[src/verilog/fir_map.svh]
// constants of the fault injection and recovery block
`ifndef FIR_MAP_SVH
`define FIR_MAP_SVH
`define FIR_CLK_HZ 25000000
`define FIR_HICCUP_MS 130
`define FIR_HICCUP_CYC ((`FIR_CLK_HZ / 1000) * `FIR_HICCUP_MS)
`define FIR_NFAULT 4
`define FIR_NGROUP 4
`define FIR_FT_OT 0
`endif

[src/verilog/fir_pkg.sv]
// types of the fault injection and recovery block
package fir_pkg;
  typedef struct packed {
    logic [3:0] detect;
    logic [3:0] inject;
  } fir_fault_in_t;
  typedef struct packed {
    logic on;
    logic off;
  } fir_cmd_t;
  typedef enum logic [3:0] {
    FIR_RUN = 4'h1,
    FIR_HICCUP = 4'h2,
    FIR_LATCHED = 4'h4,
    FIR_OFF = 4'h8
  } fir_state_t;
endpackage

[src/verilog/fir_core.sv]
// fault injection and recovery logic of one load converter unit
`timescale 1ns/1ns
`include "fir_map.svh"
module fir_core
  import fir_pkg::*;
#(
  parameter int NF = `FIR_NFAULT,
  parameter int NG = `FIR_NGROUP,
  parameter int HICCUP_CYC = `FIR_HICCUP_CYC
)
(
  input wire logic clk,
  input wire logic rst,
  input wire fir_pkg::fir_fault_in_t faultIn,
  input wire logic [NF-1:0] latchingType,
  input wire fir_pkg::fir_cmd_t mgrCmd,
  input wire logic enablePin,
  input wire logic [NG-1:0] myGroup,
  input wire logic [NG-1:0] propagateTo,
  input wire logic [NG-1:0] groupFaultIn,
  input wire logic syncDataIn,
  output logic [NG-1:0] groupFaultOut_r,
  output logic outputOn_r,
  output logic [NF-1:0] faultStatus_r,
  output logic switchSync_r
);
  import fir_pkg::*;

  // ==========================================
  // fault qualification
  logic [NF-1:0] effFault;
  logic [NF-1:0] latchHit;
  logic localFault;
  logic groupFault;
  logic anyLatching;
  logic enPrev_r;
  logic enFall;
  logic hiccupDone;
  logic [31:0] hiccupCnt_r;
  fir_state_t state_r;
  fir_state_t state_nxt;

  // injection and detection are merged before anything else sees them
  genvar gi;
  generate
    for (gi = 0; gi < NF; gi++)
    begin : g_qual
      assign effFault[gi] = faultIn.detect[gi] | faultIn.inject[gi];
      assign latchHit[gi] = effFault[gi] & latchingType[gi];
    end
  endgenerate

  assign localFault = |effFault;
  // only lines of our own group shut us down; foreign groups keep us running
  assign groupFault = |(groupFaultIn & myGroup);
  assign anyLatching = |latchHit;
  assign enFall = enPrev_r & ~enablePin;
  // compare rather than equal so a shortened parameter cannot skip the end
  assign hiccupDone = (hiccupCnt_r >= 32'(HICCUP_CYC - 1));

  // ==========================================
  // status and propagation
  always_ff @(posedge clk)
  begin
    if (rst)
    begin
      faultStatus_r <= '0;
    end
    else
    begin
      faultStatus_r <= effFault;
    end
  end

  always_ff @(posedge clk)
  begin
    if (rst)
    begin
      groupFaultOut_r <= '0;
    end
    else if (localFault)
    begin
      groupFaultOut_r <= myGroup | propagateTo;
    end
    else
    begin
      groupFaultOut_r <= '0;
    end
  end

  always_ff @(posedge clk)
  begin
    if (rst)
    begin
      enPrev_r <= 1'b0;
    end
    else
    begin
      enPrev_r <= enablePin;
    end
  end

  // ==========================================
  // sync data line
  // switching sync recovered from the shared line; data decode lives elsewhere
  always_ff @(posedge clk)
  begin
    if (rst)
    begin
      switchSync_r <= 1'b0;
    end
    else
    begin
      switchSync_r <= syncDataIn;
    end
  end

  // ==========================================
  // recovery state machine
  always_comb
  begin
    state_nxt = state_r;
    unique case (state_r)
      FIR_RUN:
      begin
        if (localFault && anyLatching)
        begin
          state_nxt = FIR_LATCHED;
        end
        else if (localFault || groupFault)
        begin
          state_nxt = FIR_HICCUP;
        end
        else if (mgrCmd.off || !enablePin)
        begin
          state_nxt = FIR_OFF;
        end
      end
      FIR_HICCUP:
      begin
        if (localFault && anyLatching)
        begin
          state_nxt = FIR_LATCHED;
        end
        else if (localFault || groupFault)
        begin
          state_nxt = FIR_HICCUP;
        end
        else if (mgrCmd.off || !enablePin)
        begin
          state_nxt = FIR_OFF;
        end
        else if (hiccupDone)
        begin
          state_nxt = FIR_RUN;
        end
      end
      FIR_LATCHED:
      begin
        // fault wins: a clear while the trigger is still up is ignored
        if ((mgrCmd.off || enFall) && !localFault)
        begin
          state_nxt = FIR_OFF;
        end
      end
      FIR_OFF:
      begin
        if (mgrCmd.on && !mgrCmd.off && enablePin && !localFault && !groupFault)
        begin
          state_nxt = FIR_RUN;
        end
      end
      default:
      begin
        state_nxt = FIR_OFF;
      end
    endcase
  end

  always_ff @(posedge clk)
  begin
    if (rst)
    begin
      state_r <= FIR_OFF;
    end
    else
    begin
      state_r <= state_nxt;
    end
  end

  // ==========================================
  // hiccup timer
  // restarts while any fault persists, so the wait counts from the clear
  always_ff @(posedge clk)
  begin
    if (rst || state_r != FIR_HICCUP || localFault || groupFault)
    begin
      hiccupCnt_r <= '0;
    end
    else
    begin
      hiccupCnt_r <= hiccupCnt_r + 32'h1;
    end
  end

  // ==========================================
  // output enable
  // taken from the next state so the output reacts one cycle after the cause
  always_ff @(posedge clk)
  begin
    if (rst)
    begin
      outputOn_r <= 1'b0;
    end
    else
    begin
      outputOn_r <= (state_nxt == FIR_RUN);
    end
  end
endmodule // fir_core

[config.mk]
export PLATFORM = sky130hd
export DESIGN_NAME = fir_core
export DESIGN_NICKNAME = d
export VERILOG_FILES = /design/src/verilog/fir_pkg.sv /design/src/verilog/fir_core.sv
export VERILOG_INCLUDE_DIRS = /design/src /design/src/verilog
export SDC_FILE = /design/constraint.sdc
export NUM_CORES = 1
export LEC_CHECK = 0
export BUFFER_PORTS_ARGS = -buffer_cell sky130_fd_sc_hd__buf_2
export CORE_MARGIN = 5
export CORE_UTILIZATION = 50
export CTS_CLUSTER_SIZE = 10
export DETAILED_ROUTE_END_ITERATION = 12
export PLACE_DENSITY = 0.78
export SYNTH_ARGS = -nofsm -noshare
export SYNTH_HDL_FRONTEND = slang
export SYNTH_SLANG_ARGS = --single-unit
[constraint.sdc]
create_clock -name clk -period 2.5 [get_ports clk]
set_clock_uncertainty 0.05 [all_clocks]
set_input_delay 0.125 -clock clk [delete_from_list [all_inputs] [get_ports clk]]
set_output_delay 0.125 -clock clk [all_outputs]
set_load 0.005 [all_outputs]
==> summary.txt, run 1 <==
Run status
  • Status: finished clean

Routing
  • Via-to-Cell Ratio: 5.47
  • TritonRoute pass-1 iters: 4
  • DRC errors left: 0
  • Routed len/inst: 12.4 um
  • Routed vias: between 1.5k and 2k
  • ANT nets after route: 0
  • Final wirelength: 4230 um
  • DRT iter0 DRCs: 60

CTS
  • Post_cts resized: 0
  • Num CTS Buffers: 5
  • Root Buffer: clkbuf_8
  • Skew-Pair Late Insertion Delay: 290 ps
  • CTS tree: built
  • Clock sinks: 47
  • Htree depth: 2
  • Max Buffers Root-to-Sink: 2
  • CTS clk-pin slew, worst paths: 80 ps

Pwr
  • Leak pwr: 0.878 nW
  • Power share of the sequential group: 61.5%
  • Clock power share: between 30% and 40%
  • Sw frac: 20.5%
  • P_sw: between 0.2 and 0.3 mW
  • Largest vdd supply drop: between 0.0003 and 0.0004 V
  • Logic pwr share: 5.6%
  • Cell-internal power: around 0.98 mW
  • Pwr dens: roughly 490 nW/um^2

Finish
  • Register area: 941 sq um
  • Antenna diode count: 0
  • Layout area overhead: 15.8%
  • Fin nets: between 300 and 400
  • Multi-input logic area: 1180 sq um
  • Filler cells: slightly below 400
  • Share of cells above drive strength 1: between 20% and 30%

Synthesis
  • Async SR Flop Fraction: 0%
  • Dominant cells by area after synthesis: dfxtp_1 43%, nor2_1 7.5%, xor2_1 6.8%
  • Post-synth top area share: 42.9%
  • Mapped Area: around 2200 sq um
  • Net Count, Synth: 275
  • Dominant cell type by area after synthesis: dfxtp_1
  • Cells after Synth: 244
  • EDFF count, synth: 0
  • Sequential fraction of the synthesis area: 42.9%
  • Mapped Avg Cell Area: 8.99 sq um
  • FF+latch count, synth: 47
  • Top FF cell, synth: dfxtp_1
  • Synth cell types: 43
  • Synth Warn #: 0

Setup path
  • Reg2reg end: outputOn_r
  • Slowest cell delay on critical path: 400 ps
  • Critical Path End Type: flip-flop
  • Cells along the critical path: ha_1, and3_1, or4_1, a211oi_1, o32ai_1, o2111a_1
  • Critical path arrival: 2170 ps
  • Worst R2R Setup Slack: 460 ps
  • R2R depth: 6
  • Crit path launch: hiccupCnt_r[0]
  • Crit path max-delay family: compound AO/OA/AOI/OAI gates
  • Worst flop-to-flop path startpoint: hiccupCnt_r[0]
  • Critical path capture point: outputOn_r
  • CP Buf/Inv Count: 0
  • Stages on worst setup path: 6
  • WP data required: around 2600 ps
  • Crit-path max FO: 5
  • Setup CP Type: reg -> reg
  • Slowest cell on the critical path: or4_1
  • Worst setup SP type: flip-flop

Timing
  • Slew Limit Headroom: 66.5%
  • PnR worst setup slack: 464 ps
  • RSZ-0062 raised after global routing: no
  • Final hold vios: 0
  • Min Tclk post-route: a little over 2000 ps
  • Worst-Margin Slew: 500 ps
  • TNS Setup: 0 ps
  • Setup Viol. Count Final: 0
  • F_max: 491 MHz
  • Max Slew Vio Count: 0
  • Post-route clock period utilization: 81.4%

Die
  • Initial Util: 51.1%
  • DIE WIDTH: 76.3 um
  • Io pins: 40
  • Die height: 76.3 um
  • Core area: around 4300 sq um
  • DIE AREA: just under 6000 sq um
  • Row cnt: 24

Global routing
  • Vias in the first global route: 1745
  • Initial antenna violation count: 0
  • Gr ovfl total: 0
  • Global Route Usage Sum: 14.8%
  • Largest net degree at the start of global routing: 28
  • First-pass GRT wire length: 7320 um

Placed design
  • Input/output buffers: 39
  • Final Wtd Congestion: between 0.7 and 0.8
  • Place WS: 439 ps
  • Placed wire-length estimate: 3170 um

Min path
  • Hold crit path type: in -> reg

Run
  • Max cap viols: 0
[stage by stage]
stage	hold slack [ps]	total power [mW]	std cells	util, %	area [sq um]
2_1_floorplan	185	0.800	244	-	2190
3_3_place_gp	270	0.839	328	56.1	2410
3_5_place_dp	277	0.840	328	56.1	2410
4_1_cts	4.82	1.25	339	58.9	2530
5_1_grt	6.81	1.29	340	59.2	2540
6_report	13.9	1.24	340	59.2	2540
[worst register-to-register path, stage by stage, from the launching register on]
cell      delay, ps
dfxtp_1         340
ha_1            220
and3_1          230
or4_1           400
a211oi_1        360
o32ai_1         180
o2111a_1        160
[power groups by stage]
stage	Clock, mW	Sequential, mW	Combinational [mW]
after global placement	0	0.778	0.0613
after floorplan	0	0.780	0.0200
after global routing	0.454	0.762	0.0761
after CTS	0.421	0.760	0.0681
final	0.407	0.760	0.0694
after detailed placement	0	0.778	0.0621
[area by class of cell]
cell class,count,area share (%)
flip-flops and latches,47,37.0
well taps,52,2.56
clock buffers,6,2.86
inverters,5,0.739
multi-input cells,184,46.5
repair buffers,46,10.3
[timing repair]
action / 4_1_cts / 5_1_grt
endpoints found under the hold margin: 5 / 1
setup buffers: 0 / 0
hold buffers: 5 / 1
setup endpoints to repair: 0 / 0
[flip-flops by register name, summed over array words and instances, names as in the netlist]
register / count
hiccupCnt_r: 32
faultStatus_r: 4
groupFaultOut_r: 4
state_r: 4
enPrev_r: 1
outputOn_r: 1
switchSync_r: 1
[cell usage in the layout (no fill, tap or decap), types with 2 or more instances in the layout]
master,netlist,final
dfxtp_1,47,47
nor2_1,44,44
buf_2,4,39
xor2_1,17,17
xnor2_1,15,15
nand3_1,13,13
nand2_1,13,13
nand4_1,10,10
nor4_2,8,8
o21ai_0,7,7
dlygate4sd3_1,0,6
nor3_1,5,5
inv_1,5,5
o21a_1,5,5
nor4_1,5,5
nor2_2,5,5
clkbuf_8,0,5
nand3b_1,3,3
and3_1,3,3
a21oi_1,3,3
a211oi_1,3,3
a22oi_1,2,2
or3_1,2,2
and4_1,2,2
o2111a_1,2,2
[Yosys cell counts, types with 7 or more instances]
cell     instances
o21ai_0          7
nand3_1         13
xor2_1          17
xnor2_1         15
nand4_1         10
nor4_2           8
nor2_1          44
dfxtp_1         47
nand2_1         13
[kinds of logic after synthesis]
family	Yosys count	synth area share [%]
and+or+nand+nor	123	31.6
DFF	47	42.9
xor gates and xnor gates	32	12.8
AOI/OAI and AO/OA	27	8.38
buffers and inverters	13	3.31
muxes	1	0.513
adders and majority gates	1	0.570
[per-layer routing]
metal | routed length (um) | GRT usage (%) | vias up | part of all wire (%)
met5 | 0 | 0 | - | 0
met3 | 180 | 4.14 | 6 | 4.3
met2 | 2250 | 26.9 | 31 | 53
met4 | 60 | 4.72 | 0 | 1.4
met1 | 1740 | 16.5 | 882 | 41
li1 | - | - | 942 | -
[worst min path at each step]
stage | end | startpoint | depth (start not counted)
after CTS | groupFaultOut_r[0] | myGroup[0] | 2
final | groupFaultOut_r[3] | myGroup[3] | 2
after global routing | groupFaultOut_r[2] | myGroup[2] | 2
after global placement | groupFaultOut_r[0] | propagateTo[0] | 2
after detailed placement | groupFaultOut_r[0] | propagateTo[0] | 2
after floorplan | groupFaultOut_r[0] | propagateTo[0] | 1
Note: power is estimated with default switching activity, not from simulation.
==> run 2, diff against run 1 <==
- clock period: 2.5 -> 1.9 ns (I/O delays scaled with it)
==> run 2 against run 1 <==
Against the previous run: sequential power up 32%; sequential share of layout area down 4.0 points; cell count up 7.6%; global-route usage up 3.1 points; routed wire length up 20%; utilization up 7.3 points.
==> summary.txt, run 2 (same netlist as run 1, synthesis figures left out) <==
Run status
  • Status: finished clean

Finish
  • Final instance area: 2860 sq um (+12%)
  • Share of cells above drive strength 1: 28.7% (+5.7 points)
  • Max reg flops: 32 (unchanged)
  • Commonest non-fill, non-tap cell in the layout: dfxtp_1
  • Layout area overhead: 30.1%
  • Final core occ: 66.5% (+7.3 points)
  • Register area: 943 sq um (+0.27%)
  • Top reg by flops: hiccupCnt_r
  • Antenna diode count: 0 (unchanged)
  • Filler cells: 347 (-11%)
  • Fin nets: 344 (+7.5%)
  • Multi-input logic area: 1240 sq um (+4.7%)
  • Most frequent cells in the layout: 45 x dfxtp_1, 44 x nor2_1, 39 x buf_2

CTS
  • Clock sinks: 47 (unchanged)
  • Num CTS Buffers: 5 (unchanged)
  • Root Buffer: clkbuf_8
  • CTS clk-pin slew, worst paths: 90 ps (about the same)
  • CTS tree: built
  • Htree depth: 2 (unchanged)
  • Max Buffers Root-to-Sink: 2 (unchanged)
  • Skew-Pair Late Insertion Delay: 310 ps (+20 ps)

Routing
  • DRC errors left: 0 (unchanged)
  • ANT nets after route: 0 (unchanged)
  • TritonRoute pass-1 iters: 4 (unchanged)
  • DRT iter0 DRCs: 90 (+50%)
  • Final wirelength: 5100 um (+20%)
  • Routed len/inst: 13.9 um (+12%)
  • Via-to-Cell Ratio: 5.43 (-0.76%)
  • Routed vias: 1988 (+6.8%)
  • Met1 wire length: 2070 um (+19%)
  • WL met3: 153 um (-15%)
  • DR WL met2: 2660 um (+18%)
  • Top Metal Used: met4

Placed design
  • Placed wire-length estimate: 3410 um (+7.5%)
  • Dpl cell area: 2500 sq um (+3.7%)
  • Place WS: -99.7 ps (-538 ps)
  • Input/output buffers: 39 (unchanged)
  • Final Wtd Congestion: 0.788 (+3.0%)

Timing
  • RSZ-0062 raised after global routing: yes
  • Setup Viol. Count Final: 0 (unchanged)
  • PnR worst setup slack: 5.81 ps (-458 ps)
  • F_max: 528 MHz (+7.5%)
  • Max Slew Vio Count: 0 (unchanged)
  • Worst-Margin Slew: 531 ps (+31.5 ps)
  • Min Tclk post-route: 1890 ps (-142 ps)
  • Post-route clock period utilization: 99.7% (+18 points)
  • Final hold vios: 0 (unchanged)
  • TNS Setup: 0 ps (unchanged)
  • Slew Limit Headroom: 64.3% (-2.2 points)

Pwr
  • Logic pwr share: 6.5% (+0.9 points)
  • Power share of the sequential group: 53.4% (-8.1 points)
  • Largest vdd supply drop: 0.000426 V (+25%)
  • Pwr dens: 656 nW/um^2 (+35%)
  • Sw frac: 20.3% (-0.27 points)
  • Clock power share: 40.1% (+7.2 points)
  • Leak pwr: 1.03 nW (+18%)
  • P_sw: 0.379 mW (+49%)
  • Pwr Total: 1.87 mW (+51%)
  • Cell-internal power: 1.49 mW (+52%)

Global routing
  • Vias in the first global route: 1997 (+14%)
  • First-pass GRT wire length: 8580 um (+17%)
  • Largest net degree at the start of global routing: 33 (+18%)
  • Gr ovfl total: 0 (unchanged)
  • Initial antenna violation count: 0 (unchanged)
  • Global Route Usage Sum: 17.9% (+3.1 points)

Die
  • Row cnt: 24 (unchanged)
  • Die height: 76.3 um (unchanged)
  • Io pins: 40 (unchanged)
  • Core area: 4290 sq um (unchanged)
  • DIE WIDTH: 76.3 um (unchanged)
  • Initial Util: 51.1% (unchanged)
  • DIE AREA: 5810 sq um (unchanged)

Setup path
  • Crit path launch: hiccupCnt_r[1]
  • Critical path arrival: 2040 ps (-130 ps)
  • Critical Path End Type: flip-flop
  • Worst flop-to-flop path startpoint: hiccupCnt_r[1]
  • Crit-path max FO: 3 (-2)
  • Worst setup SP type: flip-flop
  • WP data required: 2050 ps (-590 ps)
  • Setup CP Type: reg -> reg

Min path
  • Worst Min Path Start: enablePin
  • Hold crit path type: in -> reg

Run
  • Max cap viols: 0 (unchanged)
## run 2: through the flow
stage / hold slack, ps / cells
floorplan: 155 / 244
global placement: 240 / 340
detailed placement: 249 / 340
CTS: 8.90 / 365
global route: 41.6 / 366
finish: 11.4 / 366
## run 2: worst max-delay path, cell delays in order (launching register included)
cell and delay (ps):
dfxtp_2 340, ha_4 160, and3_4 180, or4_4 430, a211oi_4 270, buf_4 150, o32ai_2 70, o2111a_1 140
## run 2: timing repair
item,CTS,global route
hold buffers,17,0
endpoints found under the setup margin,3,11
setup buffers,0,1
resized for setup,1,11
hold endpoints to repair,9,0
pin swaps,1,4
## run 2: power groups by stage
stage          sequential, mW  clock [mW]  combinational, mW
2_1_floorplan            1.03           0             0.0263
3_3_place_gp             1.02           0             0.0824
3_5_place_dp             1.02           0             0.0852
4_1_cts                  1.00       0.769              0.113
5_1_grt                  1.00       0.816              0.132
6_report                 1.00       0.750              0.121
## run 2: metal layers
layer	vias to the layer above	global-route usage (%)
li1	990	-
met1	943	20.3
met2	34	30.0
met3	21	4.14
met4	0	11.7
met5	-	0
## run 2: cell type report
cell class	instances	share of cell area, %
Multi-Input combinational cell	184	43.3
Sequential cell	47	33.0
Timing Repair Buffer	70	16.6
Clock buffer	6	2.89
Tap cell	52	2.28
Clock inverter	2	1.23
Inverter	5	0.657
## run 2: final timing paths
kind / end / slack, ps / depth (start not counted)
worst max register to register: outputOn_r / 6 / 7
worst min-delay path: enPrev_r / 10 / 3
worst max-delay path: outputOn_r / 6 / 7
worst min register to register: hiccupCnt_r[31] / 480 / 2
==> run 3, diff against run 2 <==
- PLACE_DENSITY: 0.78 -> 0.72
- REMOVE_ABC_BUFFERS: default -> 1
==> run 3 against run 2 <==
Against the previous run: global-route usage shrank 0.66 points; clock power down 23%; combinational power barely moved; count of clock-buffer cells in the layout grew 1; die area is the same; critical path depth down 1; register-to-register slack improved by 100 ps; fmax increased by 5.6%; utilization is 0.52 points lower.
==> summary.txt, run 3 (same netlist as run 1, synthesis figures left out) <==
Finish
  • Max reg flops: 32 (unchanged)
  • Antenna diode count: 0 (unchanged)
  • Finished Layout Cells: 370 (+1.1%)
  • Multi-input logic area: 1220 sq um (-1.0%)
  • Filler cells: 352 (+1.4%)
  • Top reg by flops: hiccupCnt_r
  • Share of cells above drive strength 1: 27.7% (-0.99 points)
  • Layout area overhead: 29.1%
  • Register area: 941 sq um (-0.27%)
  • Commonest non-fill, non-tap cell in the layout: dfxtp_1
  • Most frequent cells in the layout: 47 x dfxtp_1, 44 x nor2_1, 39 x buf_2
  • Fin nets: 348 (+1.2%)

Global routing
  • Largest net degree at the start of global routing: 17 (-48%)
  • First-pass GRT wire length: 8580 um (about the same)
  • Vias in the first global route: 1943 (-2.7%)
  • Initial antenna violation count: 0 (unchanged)
  • Gr ovfl total: 0 (unchanged)
  • Global Route Usage Sum: 17.3% (-0.66 points)

Setup path
  • Critical Path End Type: flip-flop
  • Setup CP Type: reg -> reg
  • Worst setup SP type: flip-flop
  • Crit-path max FO: 2 (-1)
  • WP data required: 2040 ps (about the same)
  • Critical path arrival: 1940 ps (-100 ps)

Die
  • DIE WIDTH: 76.3 um (unchanged)
  • Core area: 4290 sq um (unchanged)
  • DIE AREA: 5810 sq um (unchanged)
  • Initial Util: 51.1% (unchanged)
  • Die height: 76.3 um (unchanged)
  • Io pins: 40 (unchanged)
  • Row cnt: 24 (unchanged)

Routing
  • ANT nets after route: 0 (unchanged)
  • Routed len/inst: 12.8 um (-7.7%)
  • DRT iter0 DRCs: 87 (-3.3%)
  • Final wirelength: 4750 um (-6.7%)
  • DRC errors left: 0 (unchanged)
  • TritonRoute pass-1 iters: 4 (unchanged)
  • Via-to-Cell Ratio: 5.30 (-2.4%)
  • Routed vias: 1962 (-1.3%)

Timing
  • RSZ-0062 raised after global routing: no
  • Final hold vios: 0 (unchanged)
  • Worst-Margin Slew: 525 ps (-6.75 ps)
  • Slew Limit Headroom: 64.8% (+0.45 points)
  • Setup Viol. Count Final: 0 (unchanged)
  • TNS Setup: 0 ps (unchanged)
  • Max Slew Vio Count: 0 (unchanged)
  • F_max: 557 MHz (+5.6%)
  • Post-route clock period utilization: 94.4% (-5.3 points)
  • PnR worst setup slack: 106 ps (+100 ps)
  • Min Tclk post-route: 1790 ps (-100 ps)

Placed design
  • Input/output buffers: 39 (unchanged)
  • Inst Count DP: 342 (+0.59%)
  • Placed wire-length estimate: 3360 um (-1.3%)
  • Final Wtd Congestion: 0.801 (+1.6%)
  • Place WS: -42.6 ps (+57.0 ps)

CTS
  • Htree depth: 2 (unchanged)
  • CTS tree: built
  • CTS clk-pin slew, worst paths: 90 ps (about the same)
  • Max Buffers Root-to-Sink: 2 (unchanged)
  • Skew-Pair Late Insertion Delay: 300 ps (about the same)
  • Clock sinks: 47 (unchanged)
  • Root Buffer: clkbuf_8
  • Num CTS Buffers: 5 (unchanged)

Pwr
  • Largest vdd supply drop: 0.000454 V (+6.5%)
  • Pwr Total: 1.69 mW (-9.4%)
  • Cell-internal power: 1.33 mW (-11%)
  • Power share of the sequential group: 59.0% (+5.6 points)
  • Leak pwr: 1.03 nW (+0.19%)
  • Pwr dens: 598 nW/um^2 (-8.7%)
  • Sw frac: 21.7% (+1.5 points)
  • Clock power share: 34.0% (-6.1 points)
  • Logic pwr share: 6.9% (+0.4 points)
  • P_sw: 0.368 mW (-3.0%)

Run
  • Max cap viols: 0 (unchanged)

Run status
  • Status: finished clean

Min path
  • Hold crit path type: in -> reg
run 3: cell types whose count changed in the layout (fill, tap and decap cells not counted), sizes merged:
cell,delta
buf,+3
bufinv,-1
clkbuf,+1
dlygate4sd3,+1
run 3: per-layer routing:
layer / global-route usage, % / up-vias / routed length [um]
li1: - / 1000 / -
met1: 20.6 / 908 / 2080
met2: 29.2 / 47 / 2310
met3: 5.44 / 7 / 295
met4: 5.94 / 0 / 76
met5: 0 / - / 0
run 3: layout make-up:
type                            instances  area share [%]
Tap cell                               52            2.30
Inverter                                5           0.663
Clock inverter                          1           0.177
Timing Repair Buffer                   74            17.8
Multi-Input combinational cell        184            43.2
Sequential cell                        47            33.2
Clock buffer                            7            2.69
run 3: final timing paths:
| path | cells after the start | start | slack, ps | endpoint |
|---|---|---|---|---|
| setup reg to reg | 6 | hiccupCnt_r[0] | 110 | state_r[0] |
| hold reg to reg | 2 | hiccupCnt_r[31] | 480 | hiccupCnt_r[31] |
| hold / removal | 2 | rst | 40 | enPrev_r |
| setup / recovery | 6 | hiccupCnt_r[0] | 110 | state_r[0] |
run 3: timing repair:
action / CTS / global route
endpoints found under the hold margin: 10 / 0
hold buffers: 18 / 0
pin swaps: 0 / 3
setup buffers: 0 / 2
gates resized for setup: 1 / 6
endpoints found under the setup margin: 2 / 37
run 3: metrics by stage:
step | hold slack (ps) | area [sq um] | util [%]
after global placement | 247 | 2510 | 58.5
after CTS | 37.0 | 2780 | 64.7
after floorplan | 112 | 2140 | -
after detailed placement | 249 | 2510 | 58.5
after global routing | 61.0 | 2830 | 66.0
final | 42.5 | 2830 | 66.0
run 3: worst max-delay path, stage by stage (launching register included):
cell and delay, ps:
dfxtp_1 320, ha_1 200, and3_1 190, or4_4 430
a211oi_4 240, o32ai_2 110, o2111a_1 140
run 3: power by group through the flow:
stage                     clock network [mW]  logic, mW  registers (mW)
after global placement                     0     0.0826            1.02
after global routing                   0.652      0.130            1.00
after floorplan                            0     0.0239            1.03
final                                  0.577      0.118            1.00
after CTS                              0.604      0.114            1.00
after detailed placement                   0     0.0840            1.02
